==> src/uia_pkg.sv <==
// Purpose: shared constants for the indirect register access port
// Assumes: 8-bit special function bus, 6-bit core register pointer
// Notes:   core register offsets are those of the function core map
package uia_pkg;
    // special function addresses
    localparam logic [7:0] UIA_SFR_SELECT = 8'h96;
    localparam logic [7:0] UIA_SFR_DATA   = 8'h97;
    // fields of the select register and endpoint selector widths
    localparam int         UIA_BUSY_BIT   = 7;
    localparam int         UIA_AUTO_BIT   = 6;
    localparam int         UIA_PTR_W      = 6;
    localparam int         UIA_ENDPOINT_SELECTOR_W    = 4;
    localparam int         UIA_EP_W       = 2;
    // reset values
    localparam logic [7:0] UIA_SELECT_RST = 8'h00;
    localparam logic [7:0] UIA_DATA_RST   = 8'h00;
    localparam logic [3:0] UIA_INDEX_RST  = 4'h0;
    // core register map
    localparam logic [5:0] UIA_FUNC_ADDR  = 6'h00;
    localparam logic [5:0] UIA_POWER      = 6'h01;
    localparam logic [5:0] UIA_IN_FLAGS   = 6'h02;
    localparam logic [5:0] UIA_OUT_FLAGS  = 6'h04;
    localparam logic [5:0] UIA_CMN_FLAGS  = 6'h06;
    localparam logic [5:0] UIA_IN_EN      = 6'h07;
    localparam logic [5:0] UIA_OUT_EN     = 6'h09;
    localparam logic [5:0] UIA_CMN_EN     = 6'h0b;
    localparam logic [5:0] UIA_FRAME_LO   = 6'h0c;
    localparam logic [5:0] UIA_FRAME_HI   = 6'h0d;
    localparam logic [5:0] UIA_EP_INDEX   = 6'h0e;
    localparam logic [5:0] UIA_CLK_REC    = 6'h0f;
    localparam logic [5:0] UIA_EP_ENABLE  = 6'h1e;
    localparam logic [5:0] UIA_FIFO_LO    = 6'h20;
    localparam logic [5:0] UIA_FIFO_HI    = 6'h22;
    // indexed endpoint registers
    localparam logic [5:0] UIA_IDX_CSR    = 6'h11;
    localparam logic [5:0] UIA_IDX_IN_HI  = 6'h12;
    localparam logic [5:0] UIA_IDX_OUT_LO = 6'h14;
    localparam logic [5:0] UIA_IDX_OUT_HI = 6'h15;
    localparam logic [5:0] UIA_IDX_CNT_LO = 6'h16;
    localparam logic [5:0] UIA_IDX_CNT_HI = 6'h17;
    // endpoint selector codes
    localparam logic [3:0] UIA_EP0        = 4'h0;
    localparam logic [3:0] UIA_EP_LAST    = 4'h2;
endpackage : uia_pkg

==> src/uia_sfr_if.sv <==
// Purpose: special function bus between processor core and access port
// Assumes: one clock shared by both ends, answer one cycle after read
// Notes:   no clocking block, the bench joins the two ends here
`timescale 1ns/100ps
`default_nettype none
interface uia_sfr_if;
    logic [7:0] sfr_addr;
    logic [7:0] sfr_wdata;
    logic       sfr_we;
    logic       sfr_re;
    logic [7:0] sfr_rdata;

    // access port end
    modport dev (
        input  sfr_addr,
        input  sfr_wdata,
        input  sfr_we,
        input  sfr_re,
        output sfr_rdata
    );
    // processor end
    modport host (
        output sfr_addr,
        output sfr_wdata,
        output sfr_we,
        output sfr_re,
        input  sfr_rdata
    );
endinterface : uia_sfr_if
`default_nettype wire

==> src/uia_port.sv <==
// Purpose: indirect access port from special function bus to function core
// Assumes: core answers a read strobe with data on the following cycle
// Notes:   index register lives here, all other registers in the core
//          fetch: core strobe the cycle after start, capture the cycle after
//          that, so busy stands exactly two cycles
//          select writes during a fetch are dropped whole, so software polls first
//          unmapped or reserved targets read zero and swallow writes
`timescale 1ns/100ps
`default_nettype none
module uia_port (
    // clock and reset
    input  wire logic                      clock_i,
    input  wire logic                      rst_i,
    // special function bus
    uia_sfr_if.dev                         sfr,
    // function core register port
    output logic [uia_pkg::UIA_PTR_W-1:0]  core_addr_o,
    output logic [uia_pkg::UIA_EP_W-1:0]   core_ep_o,
    output logic                           core_rd_o,
    output logic                           core_wr_o,
    output logic [7:0]                     core_wdata_o,
    input  wire logic [7:0]                core_rdata_i,
    // status for the core side
    output logic [uia_pkg::UIA_ENDPOINT_SELECTOR_W-1:0] ep_select_o
);
    import uia_pkg::*;

    typedef enum logic [1:0] {
        UIA_IDLE,
        UIA_FETCH,
        UIA_CAPT
    } uia_fetch_t;

    // true when the pointer names a register of the core map
    function automatic logic uia_mapped(input logic [5:0] a, input logic [3:0] ep);
        logic common;
        logic indexed;
        // common registers ignore the selector
        common  = (a == UIA_FUNC_ADDR) || (a == UIA_POWER) ||
                  (a == UIA_IN_FLAGS) || (a == UIA_OUT_FLAGS) ||
                  (a == UIA_CMN_FLAGS) || (a == UIA_IN_EN) ||
                  (a == UIA_OUT_EN) || (a == UIA_CMN_EN) ||
                  (a == UIA_FRAME_LO) || (a == UIA_FRAME_HI) ||
                  (a == UIA_CLK_REC) || (a == UIA_EP_ENABLE) ||
                  ((a >= UIA_FIFO_LO) && (a <= UIA_FIFO_HI));
        // indexed registers follow the selector, high count has no endpoint 0 copy
        indexed = (a == UIA_IDX_CSR) || (a == UIA_IDX_IN_HI) ||
                  (a == UIA_IDX_OUT_LO) || (a == UIA_IDX_OUT_HI) ||
                  (a == UIA_IDX_CNT_LO) ||
                  ((a == UIA_IDX_CNT_HI) && (ep != UIA_EP0));
        // reserved selector codes reach no endpoint
        uia_mapped = common || (indexed && (ep <= UIA_EP_LAST));
    endfunction : uia_mapped

    // select register fields and data port
    logic [UIA_PTR_W-1:0]   ptr_q;
    logic                   auto_q;
    logic                   busy_q;
    logic [7:0]             data_q;
    logic [UIA_ENDPOINT_SELECTOR_W-1:0] index_q;
    logic [7:0]             rdata_q;
    logic [7:0]             wdata_q;
    logic                   wr_q;
    uia_fetch_t             state_q;
    uia_fetch_t             state_d;

    // sequencer phases, named once for the registers below
    wire logic idle_now  = (state_q == UIA_IDLE);
    wire logic fetch_now = (state_q == UIA_FETCH);
    wire logic capt_now  = (state_q == UIA_CAPT);

    // bus decode
    wire logic sel_hit   = (sfr.sfr_addr == UIA_SFR_SELECT);
    wire logic data_hit  = (sfr.sfr_addr == UIA_SFR_DATA);
    wire logic sel_wr    = sfr.sfr_we && sel_hit;
    wire logic data_wr   = sfr.sfr_we && data_hit;
    wire logic data_rd   = sfr.sfr_re && data_hit;
    // a fetch starts on busy written one or on a data read with auto set
    wire logic start_man = sel_wr && sfr.sfr_wdata[UIA_BUSY_BIT];
    wire logic start_aut = data_rd && auto_q;
    wire logic start_rd  = idle_now && !busy_q && (start_man || start_aut);
    // a pointer load during a fetch would retarget the strobe, so it is dropped
    wire logic sel_take  = sel_wr && !busy_q;
    // the index register is local, so its write never reaches the core
    wire logic idx_ptr   = (ptr_q == UIA_EP_INDEX);
    wire logic ptr_ok    = uia_mapped(ptr_q, index_q);
    // data writes while a fetch runs are dropped, software must poll first
    wire logic fwd_wr    = data_wr && !busy_q;
    // index and unmapped targets never go to the core
    wire logic core_wr_d = fwd_wr && !idx_ptr && ptr_ok;
    // read views of the local registers
    wire logic [7:0] idx_view = {4'h0, index_q};
    wire logic [7:0] sel_view = {busy_q, auto_q, ptr_q};
    wire logic [7:0] bus_view = sel_hit ? sel_view : (data_hit ? data_q : 8'h00);
    // value loaded into the data port at capture
    wire logic [7:0] fetch_val = idx_ptr ? idx_view : (ptr_ok ? core_rdata_i : 8'h00);

    // fetch sequencer: strobe the core, then capture one cycle later
    always_comb begin
        state_d = state_q;
        unique case (state_q)
            UIA_IDLE:  if (start_rd) state_d = UIA_FETCH;
            UIA_FETCH: state_d = UIA_CAPT;
            UIA_CAPT:  state_d = UIA_IDLE;
            default:   state_d = UIA_IDLE;                            // spare code recovers
        endcase
    end

    // select register: pointer and auto flag
    always_ff @(posedge clock_i) begin
        if (rst_i) begin
            ptr_q  <= UIA_SELECT_RST[UIA_PTR_W-1:0];
            auto_q <= UIA_SELECT_RST[UIA_AUTO_BIT];
        end else if (sel_take) begin
            ptr_q  <= sfr.sfr_wdata[UIA_PTR_W-1:0];
            auto_q <= sfr.sfr_wdata[UIA_AUTO_BIT];
        end
    end

    // busy stands from start until the data port is refilled
    always_ff @(posedge clock_i) begin
        if (rst_i)
            busy_q <= UIA_SELECT_RST[UIA_BUSY_BIT];
        else if (start_rd)
            busy_q <= 1'b1;
        else if (capt_now)
            busy_q <= 1'b0;
    end

    // sequencer state
    always_ff @(posedge clock_i) begin
        if (rst_i)
            state_q <= UIA_IDLE;
        else
            state_q <= state_d;
    end

    // data port: written by software, refilled by a fetch
    always_ff @(posedge clock_i) begin
        if (rst_i)
            data_q <= UIA_DATA_RST;
        else if (capt_now)
            data_q <= fetch_val;
        else if (fwd_wr)
            data_q <= sfr.sfr_wdata;
    end

    // endpoint index register, upper nibble not stored
    always_ff @(posedge clock_i) begin
        if (rst_i)
            index_q <= UIA_INDEX_RST;
        else if (fwd_wr && idx_ptr)
            index_q <= sfr.sfr_wdata[UIA_ENDPOINT_SELECTOR_W-1:0];
    end

    // core write strobe one cycle after the bus write
    always_ff @(posedge clock_i) begin
        if (rst_i)
            wr_q <= 1'b0;
        else
            wr_q <= core_wr_d;
    end

    // write data kept until the next forwarded write
    always_ff @(posedge clock_i) begin
        if (rst_i)
            wdata_q <= 8'h00;
        else if (fwd_wr)
            wdata_q <= sfr.sfr_wdata;
    end

    // registered read answer, one cycle after the strobe
    always_ff @(posedge clock_i) begin
        if (rst_i)
            rdata_q <= 8'h00;
        else if (sfr.sfr_re)
            rdata_q <= bus_view;
    end

    // core port, indexed accesses carry the selected endpoint
    assign core_addr_o   = ptr_q;
    assign core_ep_o     = index_q[UIA_EP_W-1:0];
    assign core_rd_o     = fetch_now && ptr_ok && !idx_ptr;
    assign core_wr_o     = wr_q;
    assign core_wdata_o  = wdata_q;
    assign ep_select_o   = index_q;
    // bus answer, registered so the host samples a settled value
    assign sfr.sfr_rdata = rdata_q;
endmodule : uia_port
`default_nettype wire

==> src/flat_wrapper.sv <==
// flat-port wrapper written by rule: the top's interface ports become plain ports
module uia_port_flat import uia_pkg::*;
  (clock_i, rst_i, core_addr_o, core_ep_o, core_rd_o, core_wr_o, core_wdata_o, core_rdata_i, ep_select_o, sfr_sfr_addr, sfr_sfr_wdata, sfr_sfr_we, sfr_sfr_re, sfr_sfr_rdata);
  uia_sfr_if sfr_i ();
  input  wire logic clock_i;
  input  wire logic rst_i;
  output logic [uia_pkg::UIA_PTR_W-1:0] core_addr_o;
  output logic [uia_pkg::UIA_EP_W-1:0] core_ep_o;
  output logic core_rd_o;
  output logic core_wr_o;
  output logic [7:0] core_wdata_o;
  input  wire logic [7:0] core_rdata_i;
  output logic [uia_pkg::UIA_ENDPOINT_SELECTOR_W-1:0] ep_select_o;
  input wire logic [$bits(sfr_i.sfr_addr)-1:0] sfr_sfr_addr;
  input wire logic [$bits(sfr_i.sfr_wdata)-1:0] sfr_sfr_wdata;
  input wire logic [$bits(sfr_i.sfr_we)-1:0] sfr_sfr_we;
  input wire logic [$bits(sfr_i.sfr_re)-1:0] sfr_sfr_re;
  output wire logic [$bits(sfr_i.sfr_rdata)-1:0] sfr_sfr_rdata;
  assign sfr_i.sfr_addr = sfr_sfr_addr;
  assign sfr_i.sfr_wdata = sfr_sfr_wdata;
  assign sfr_i.sfr_we = sfr_sfr_we;
  assign sfr_i.sfr_re = sfr_sfr_re;
  assign sfr_sfr_rdata = sfr_i.sfr_rdata;
  uia_port u_core (.clock_i(clock_i), .rst_i(rst_i), .sfr(sfr_i), .core_addr_o(core_addr_o), .core_ep_o(core_ep_o), .core_rd_o(core_rd_o), .core_wr_o(core_wr_o), .core_wdata_o(core_wdata_o), .core_rdata_i(core_rdata_i), .ep_select_o(ep_select_o));
endmodule
==> config.mk <==
export PLATFORM = sky130hd
export DESIGN_NAME = uia_port_flat
export DESIGN_NICKNAME = d
export VERILOG_FILES = /design/src/uia_pkg.sv /design/src/uia_sfr_if.sv /design/src/uia_port.sv /design/src/flat_wrapper.sv
export SDC_FILE = /design/constraint.sdc
export NUM_CORES = 1
export LEC_CHECK = 0
export BUFFER_PORTS_ARGS = -buffer_cell sky130_fd_sc_hd__buf_2
export CAP_MARGIN = 20
export CORE_UTILIZATION = 50
export CTS_CLUSTER_DIAMETER = 30
export DETAILED_ROUTE_END_ITERATION = 6
export GPL_ROUTABILITY_DRIVEN = 1
export PLACE_DENSITY = 0.9
export SETUP_SLACK_MARGIN = 0.4
export SLEW_MARGIN = 15
export SYNTH_ARGS = -nofsm -noshare
export SYNTH_HDL_FRONTEND = slang
export SYNTH_SLANG_ARGS = --single-unit
==> constraint.sdc <==
create_clock -name clock_i -period 5.6 [get_ports clock_i]
set_input_delay 1.12 -clock clock_i [delete_from_list [all_inputs] [get_ports clock_i]]
set_output_delay 1.12 -clock clock_i [all_outputs]
set_load 0.005 [all_outputs]
==> results.cfg, run 1 <==
[critical_path]
worst_ep_arrival_time_ns = 2.24
cp.buffers_inverters = 1
slowest_delay_ns = 0.48
cp-start-kind = flip-flop
cp.required_ns = 4.48
slowest_stage = dfxtp_1
path_delay_family = compound AO/OA/AOI/OAI gates
timing.critical_path.mode_cell = a21oi_1
r2r_cells = 5
cp_cell_sequence = nor4b_1 -> o311a_1 -> a21oi_1 -> a21oi_1 -> and3b_1 -> buf_2
cp-end-kind = primary output
cp_max_fo = 8
path_class = reg -> out
cp_num_cells = 6

[pwr]
power-per-cell-area_mw_per_mm2 = 247.1
clockPowerShare = 0.435
p_switching_uw = 108.3
switching_share = 0.2023
ir_drop_mv = 0.1541
leakage_uw = 0.0009600
comb_power_share = 0.046
internal_power_uw = 427.1
p_seq_frac = 0.519

[clocking]
cts_buffers = 5
htree_levels = 2
cts_tree = yes
clk_latency_ns = 0.36
hold_buffers = 0
clk_root_buffer_cell = clkbuf_4
cts-resized-gates = 0
cts.reportedPaths.clkPinSlew_ns = 0.12
clk_path_buf_depth = 2
clock_sinks = 39
post_cts_buffers = 0

[die]
initial_core_util = 0.5301
fp.dieArea_mm2 = 0.003809
core_mm2 = 0.003363
die-height_um = 61.72
io_pins = 58
num_rows = 21
fp.dieW_um = 61.72

[run_status]
run_status = completed

[drt]
highest_layer = met4
drt_iter0_markers = 178
drt-pass1-iter-count = 5
wl_met1_um = 1822
met2_length_um = 2086
ant_nets = 0
post-route-drc-count = 0
wl_per_cell_um = 14.22
vias = 1707
wirelength_um = 4323
vias_per_cell = 5.615
met3RoutedLength_um = 311

[logic_synthesis]
synth_cell_type_count = 40
postSynth.asyncResetShare = 0
synth-edff-count = 0
ys.flop_type = dfxtp_1
yosysWarnings = 0
synth_fp_nets = 234
synth_cells = 206
synth.avg_cell_area_um2 = 8.655
syn_area_mm2 = 0.001783
synth_seq_cells = 39
ys_seq_area_frac = 0.4379

[sta]
fin_skew_ns = 0.01284
drv_slew = 0
fin_crit_ns = 3.362
finalSetupViolCount = 0
setup_tns_ns = 0
rsz0062_at_grt = no
whs_ns = 0.4607
min_period_over_period = 0.6003
fmaxAchievable_mhz = 297.5
finalHoldViolations = 0
relSlewSlack = 0.5509
tightest_slew_ns = 0.6737
setup_slack_ns = 2.238

[run]
maxCapViolations = 0

[global_routing]
grt-ovfl-total = 0
grt_pass1_wl_um = 6617
antenna_found_initial = 0
grt_usage = 0.2472
grt_max_degree = 40
grt_pass1_vias = 1403

[place]
hpwlAfterDp_um = 3054
io_buffer_count = 57
place_ws_ns = 2.649
place_area_mm2 = 0.002066
gp_congestion = 1.012

[cells_and_area]
fin_area_mm2 = 0.002167
syn_to_final_growth_pct = 21.54
multi_input_area_um2 = 919.6
final_util = 0.6443
fill_cells = 315
antenna_cells = 0
fin_nets = 285
regArea_um2 = 780.7
layout-drive-gt1-share = 0.2946

[worst_hold_path]
hold_class = reg -> reg
holdPathStages = 2
==> state kept, by name (all words and copies together) (netlist names) <==
register,cells
u_core.core_wdata_o,8
u_core.sfr.sfr_rdata,8
u_core.core_addr_o,6
u_core.auto_q,1
u_core.core_wr_o,1
u_core.busy_q,1
u_core.data_q,8
u_core.state_q,2
u_core.ep_select_o,4
==> stage by stage <==
| step | cells | total power, uW |
|---|---|---|
| after global placement | 296 | 308.5 |
| after global routing | 304 | 553.4 |
| after CTS | 304 | 538.0 |
| after floorplan | 206 | 294.7 |
| after detailed placement | 296 | 308.2 |
| final | 304 | 535.4 |
==> per-layer routing <==
layer / global-route usage / vias to the layer above
li1: - / 838
met1: 0.3126 / 793
met2: 0.3948 / 69
met3: 0.05797 / 7
met4: 0.1270 / 0
met5: 0 / -
==> cell usage after synthesis, types with 2 or more instances <==
master	count	area [um^2]
mux2i_1	8	80.08
nor2_1	19	71.32
a21boi_0	3	22.52
inv_1	3	11.26
o21ai_0	2	10.01
a21o_1	5	37.54
mux2_2	6	67.56
nand2_1	34	127.6
dfxtp_1	39	780.8
nor4_1	2	12.51
o2bb2ai_1	4	35.03
nor3b_1	6	45.04
nand2b_1	2	12.51
clkbuf_1	7	26.28
buf_2	2	10.01
a22oi_1	8	60.06
nand3_1	4	20.02
o21a_1	4	30.03
a21oi_1	20	100.1
buf_4	3	22.52
a31oi_1	5	31.28
nor2b_1	2	12.51
==> kinds of logic after synthesis <==
family                 count (synthesis)  synth area share
AOI/OAI and AO/OA                     56            0.2084
buffers and inverters                 18           0.04982
DFF                                   39            0.4379
muxes                                 14           0.08281
and+or+nand+nor                       79            0.2211
==> cells in the final DEF (no fill, tap or decap), types with 5 or more instances in the layout <==
| cell | netlist | layout |
|---|---|---|
| a21o_1 | 5 | 5 |
| a21oi_1 | 20 | 20 |
| a22oi_1 | 8 | 8 |
| a31oi_1 | 5 | 5 |
| buf_2 | 2 | 57 |
| clkbuf_4 | 0 | 5 |
| dfxtp_1 | 39 | 39 |
| mux2_2 | 6 | 6 |
| mux2i_1 | 8 | 8 |
| nand2_1 | 34 | 34 |
| nor2_1 | 19 | 19 |
| nor3b_1 | 6 | 6 |
==> worst min-delay path, delay by kind of cell (launching register included) <==
kind	cells	cell delay (ns)
flops	1	0.32
simple gates	1	0.05
compound gates	1	0.05
==> final timing paths <==
check	from	endpoint	slack, ns
setup / recovery	u_core.core_addr_o[4]	core_rd_o	2.24
hold / removal	u_core.core_wdata_o[7]	u_core.core_wdata_o[7]	0.46
setup reg to reg	u_core.core_addr_o[4]	u_core.core_wr_o	3.72
hold reg to reg	u_core.core_wdata_o[7]	u_core.core_wdata_o[7]	0.46
==> power by group through the flow <==
stage	Clock, uW	Combinational [uW]	Sequential (uW)
2_1_floorplan	0	10.7	284
3_3_place_gp	0	24.5	284
3_5_place_dp	0	24.2	284
4_1_cts	236	24.3	278
5_1_grt	249	26.8	278
6_report	233	24.7	278
==> area by class of cell <==
type / instances / area share
Inverter: 4 / 0.006928
Tap cell: 46 / 0.02656
Timing Repair Buffer: 58 / 0.1351
Clock inverter: 2 / 0.02771
Sequential cell: 39 / 0.3603
Multi-Input combinational cell: 149 / 0.4244
Clock buffer: 6 / 0.01905
Note: power is estimated with default switching activity, not from simulation.
==> inputs of run 2 (changes only) <==
--- a/config.mk
+++ b/config.mk
@@ -7,11 +7,11 @@
 export LEC_CHECK = 0
 export BUFFER_PORTS_ARGS = -buffer_cell sky130_fd_sc_hd__buf_2
 export CAP_MARGIN = 20
-export CORE_UTILIZATION = 50
+export CORE_UTILIZATION = 45
 export CTS_CLUSTER_DIAMETER = 30
 export DETAILED_ROUTE_END_ITERATION = 6
 export GPL_ROUTABILITY_DRIVEN = 1
-export PLACE_DENSITY = 0.9
+export PLACE_DENSITY = 0.86
 export SETUP_SLACK_MARGIN = 0.4
 export SLEW_MARGIN = 15
 export SYNTH_ARGS = -nofsm -noshare
==> constraint.sdc (replaced) <==
create_clock -name clock_i -period 3 [get_ports clock_i]
set_input_delay 0.6 -clock clock_i [delete_from_list [all_inputs] [get_ports clock_i]]
set_output_delay 0.6 -clock clock_i [all_outputs]
set_load 0.005 [all_outputs]
==> results.cfg, run 2 (same netlist as run 1, synthesis figures left out) <==
[run_status]
run_status = completed

[pwr]
power-per-cell-area_mw_per_mm2 = 414.4
total_power_uw = 903.3
ir_drop_mv = 0.2749
leakage_uw = 0.0009608

[die]
initial_core_util = 0.4763
die-height_um = 64.95
io_pins = 58
num_rows = 22
fp.dieArea_mm2 = 0.004218
fp.dieW_um = 64.95
core_mm2 = 0.003744

[cells_and_area]
fill_cells = 363
antenna_cells = 0
layout_common_cells = buf_2 (57), dfxtp_1 (35), nand2_1 (34), nor2_1 (19), a21oi_1 (18)
fin_nets = 287
syn_to_final_growth_pct = 22.25
layout_commonest_cell = buf_2
final_util = 0.5822
layout-drive-gt1-share = 0.3231

[run]
maxCapViolations = 0

[drt]
vias_per_cell = 5.649
wirelength_um = 4428
vias = 1740
wl_per_cell_um = 14.38
drt_iter0_markers = 163
drt-pass1-iter-count = 4
post-route-drc-count = 0
ant_nets = 0

[sta]
drv_slew = 0
finalHoldViolations = 0
tightest_slew_ns = 0.6753
fin_crit_ns = 2.481
setup_tns_ns = 0
min_period_over_period = 0.8269
fmaxAchievable_mhz = 403.1
finalSetupViolCount = 0
rsz0062_at_grt = no
relSlewSlack = 0.5498
fin_skew_ns = 0.005007

[clocking]
htree_levels = 2
clk_latency_ns = 0.29
cts_tree = yes
cts_buffers = 5
cts.reportedPaths.clkPinSlew_ns = 0.07
clock_sinks = 39
hold_buffers = 0
clk_path_buf_depth = 2
clk_root_buffer_cell = clkbuf_8

[critical_path]
cp-start-kind = flip-flop
slowest_stage = dfxtp_2
path_delay_family = compound AO/OA/AOI/OAI gates
cp.buffers_inverters = 1
timing.critical_path.mode_cell = a21oi_2
cp-end-kind = primary output
worst_ep_arrival_time_ns = 1.88
path_class = reg -> out
slowest_delay_ns = 0.41
cp_cell_sequence = nor4b_1 -> o311a_1 -> a21oi_2 -> a21oi_2 -> and3b_1 -> buf_2
cp.required_ns = 2.40
cp_max_fo = 8

[global_routing]
grt_pass1_vias = 1510
grt_usage = 0.2191
antenna_found_initial = 0
grt_max_degree = 40
grt_pass1_wl_um = 7003
grt-ovfl-total = 0

[place]
io_buffer_count = 57
gp_congestion = 0.9128
hpwlAfterDp_um = 3122

[worst_hold_path]
hold_class = reg -> reg
-- run 2: changes by cell type in the layout (fill, tap and decap cells not counted), moves of 2 or more --
cell       before  now
clkbuf_4        5    0
clkbuf_8        0    5
dfxtp_1        39   35
dfxtp_2         0    4
a21oi_1        20   18
a21oi_2         0    2
buf_4           1    3
bufinv_16       2    0
-- run 2: area by class of cell --
class / count / area [um^2] / area share
well taps: 48 / 60.06 / 0.02755
repair buffers: 60 / 307.8 / 0.1412
flip-flops and latches: 39 / 785.8 / 0.3605
clock buffers: 7 / 76.32 / 0.03502
clock inverters: 1 / 5.005 / 0.002296
inverters: 4 / 15.01 / 0.006889
multi-input cells: 149 / 929.6 / 0.4265
-- run 2: metal layers --
layer  vias up  part of all wire  global-route usage
met5         -                 0                   0
met4         0             0.018             0.09444
met3         9             0.073             0.05986
met2        78              0.47              0.3385
met1       813              0.44              0.2831
li1        840                 -                   -
-- run 2: what timing repair did --
item / CTS / global route
setup endpoints to repair: 1 / 1
gates resized for setup: 1 / 8
buffers inserted: 0 / 2
pin swaps: 1 / 1
-- run 2: per-stage QoR --
| step | worst slack [ns] | area, um^2 | cells | hold slack, ns |
|---|---|---|---|---|
| 6_report | 0.5194 | 2180 | 308 | 0.4554 |
| 5_1_grt | 0.3806 | 2180 | 308 | 0.4785 |
| 4_1_cts | 0.4077 | 2153 | 306 | 0.4581 |
| 3_5_place_dp | 0.6024 | 2068 | 298 | 0.4476 |
| 3_3_place_gp | 0.6248 | 2068 | 298 | 0.4426 |
| 2_1_floorplan | 0.8536 | 1783 | 206 | 0.4331 |
-- run 2: path summary, 6_finish.rpt --
kind                               start                     end  slack, ns  depth (start not counted)
hold / removal    u_core.core_wdata_o[6]  u_core.core_wdata_o[6]       0.46                          2
hold reg to reg   u_core.core_wdata_o[6]  u_core.core_wdata_o[6]       0.46                          2
setup / recovery   u_core.core_addr_o[4]               core_rd_o       0.52                          6
setup reg to reg           u_core.busy_q        u_core.data_q[4]       1.23                          4
-- run 2: where the power goes --
part | switching, uW | internal (uW) | leakage [uW]
Combinational | 27.8 | 19.4 | 0.000603
Sequential | 0.416 | 518 | 0.000316
Clock | 175 | 163 | 0.0000422
-- run 2: worst reg2reg max path: cells and delay by family (launching register included) --
kind,cells,cell delay [ns]
compound gates,2,0.37
flops,1,0.33
simple gates,2,0.96
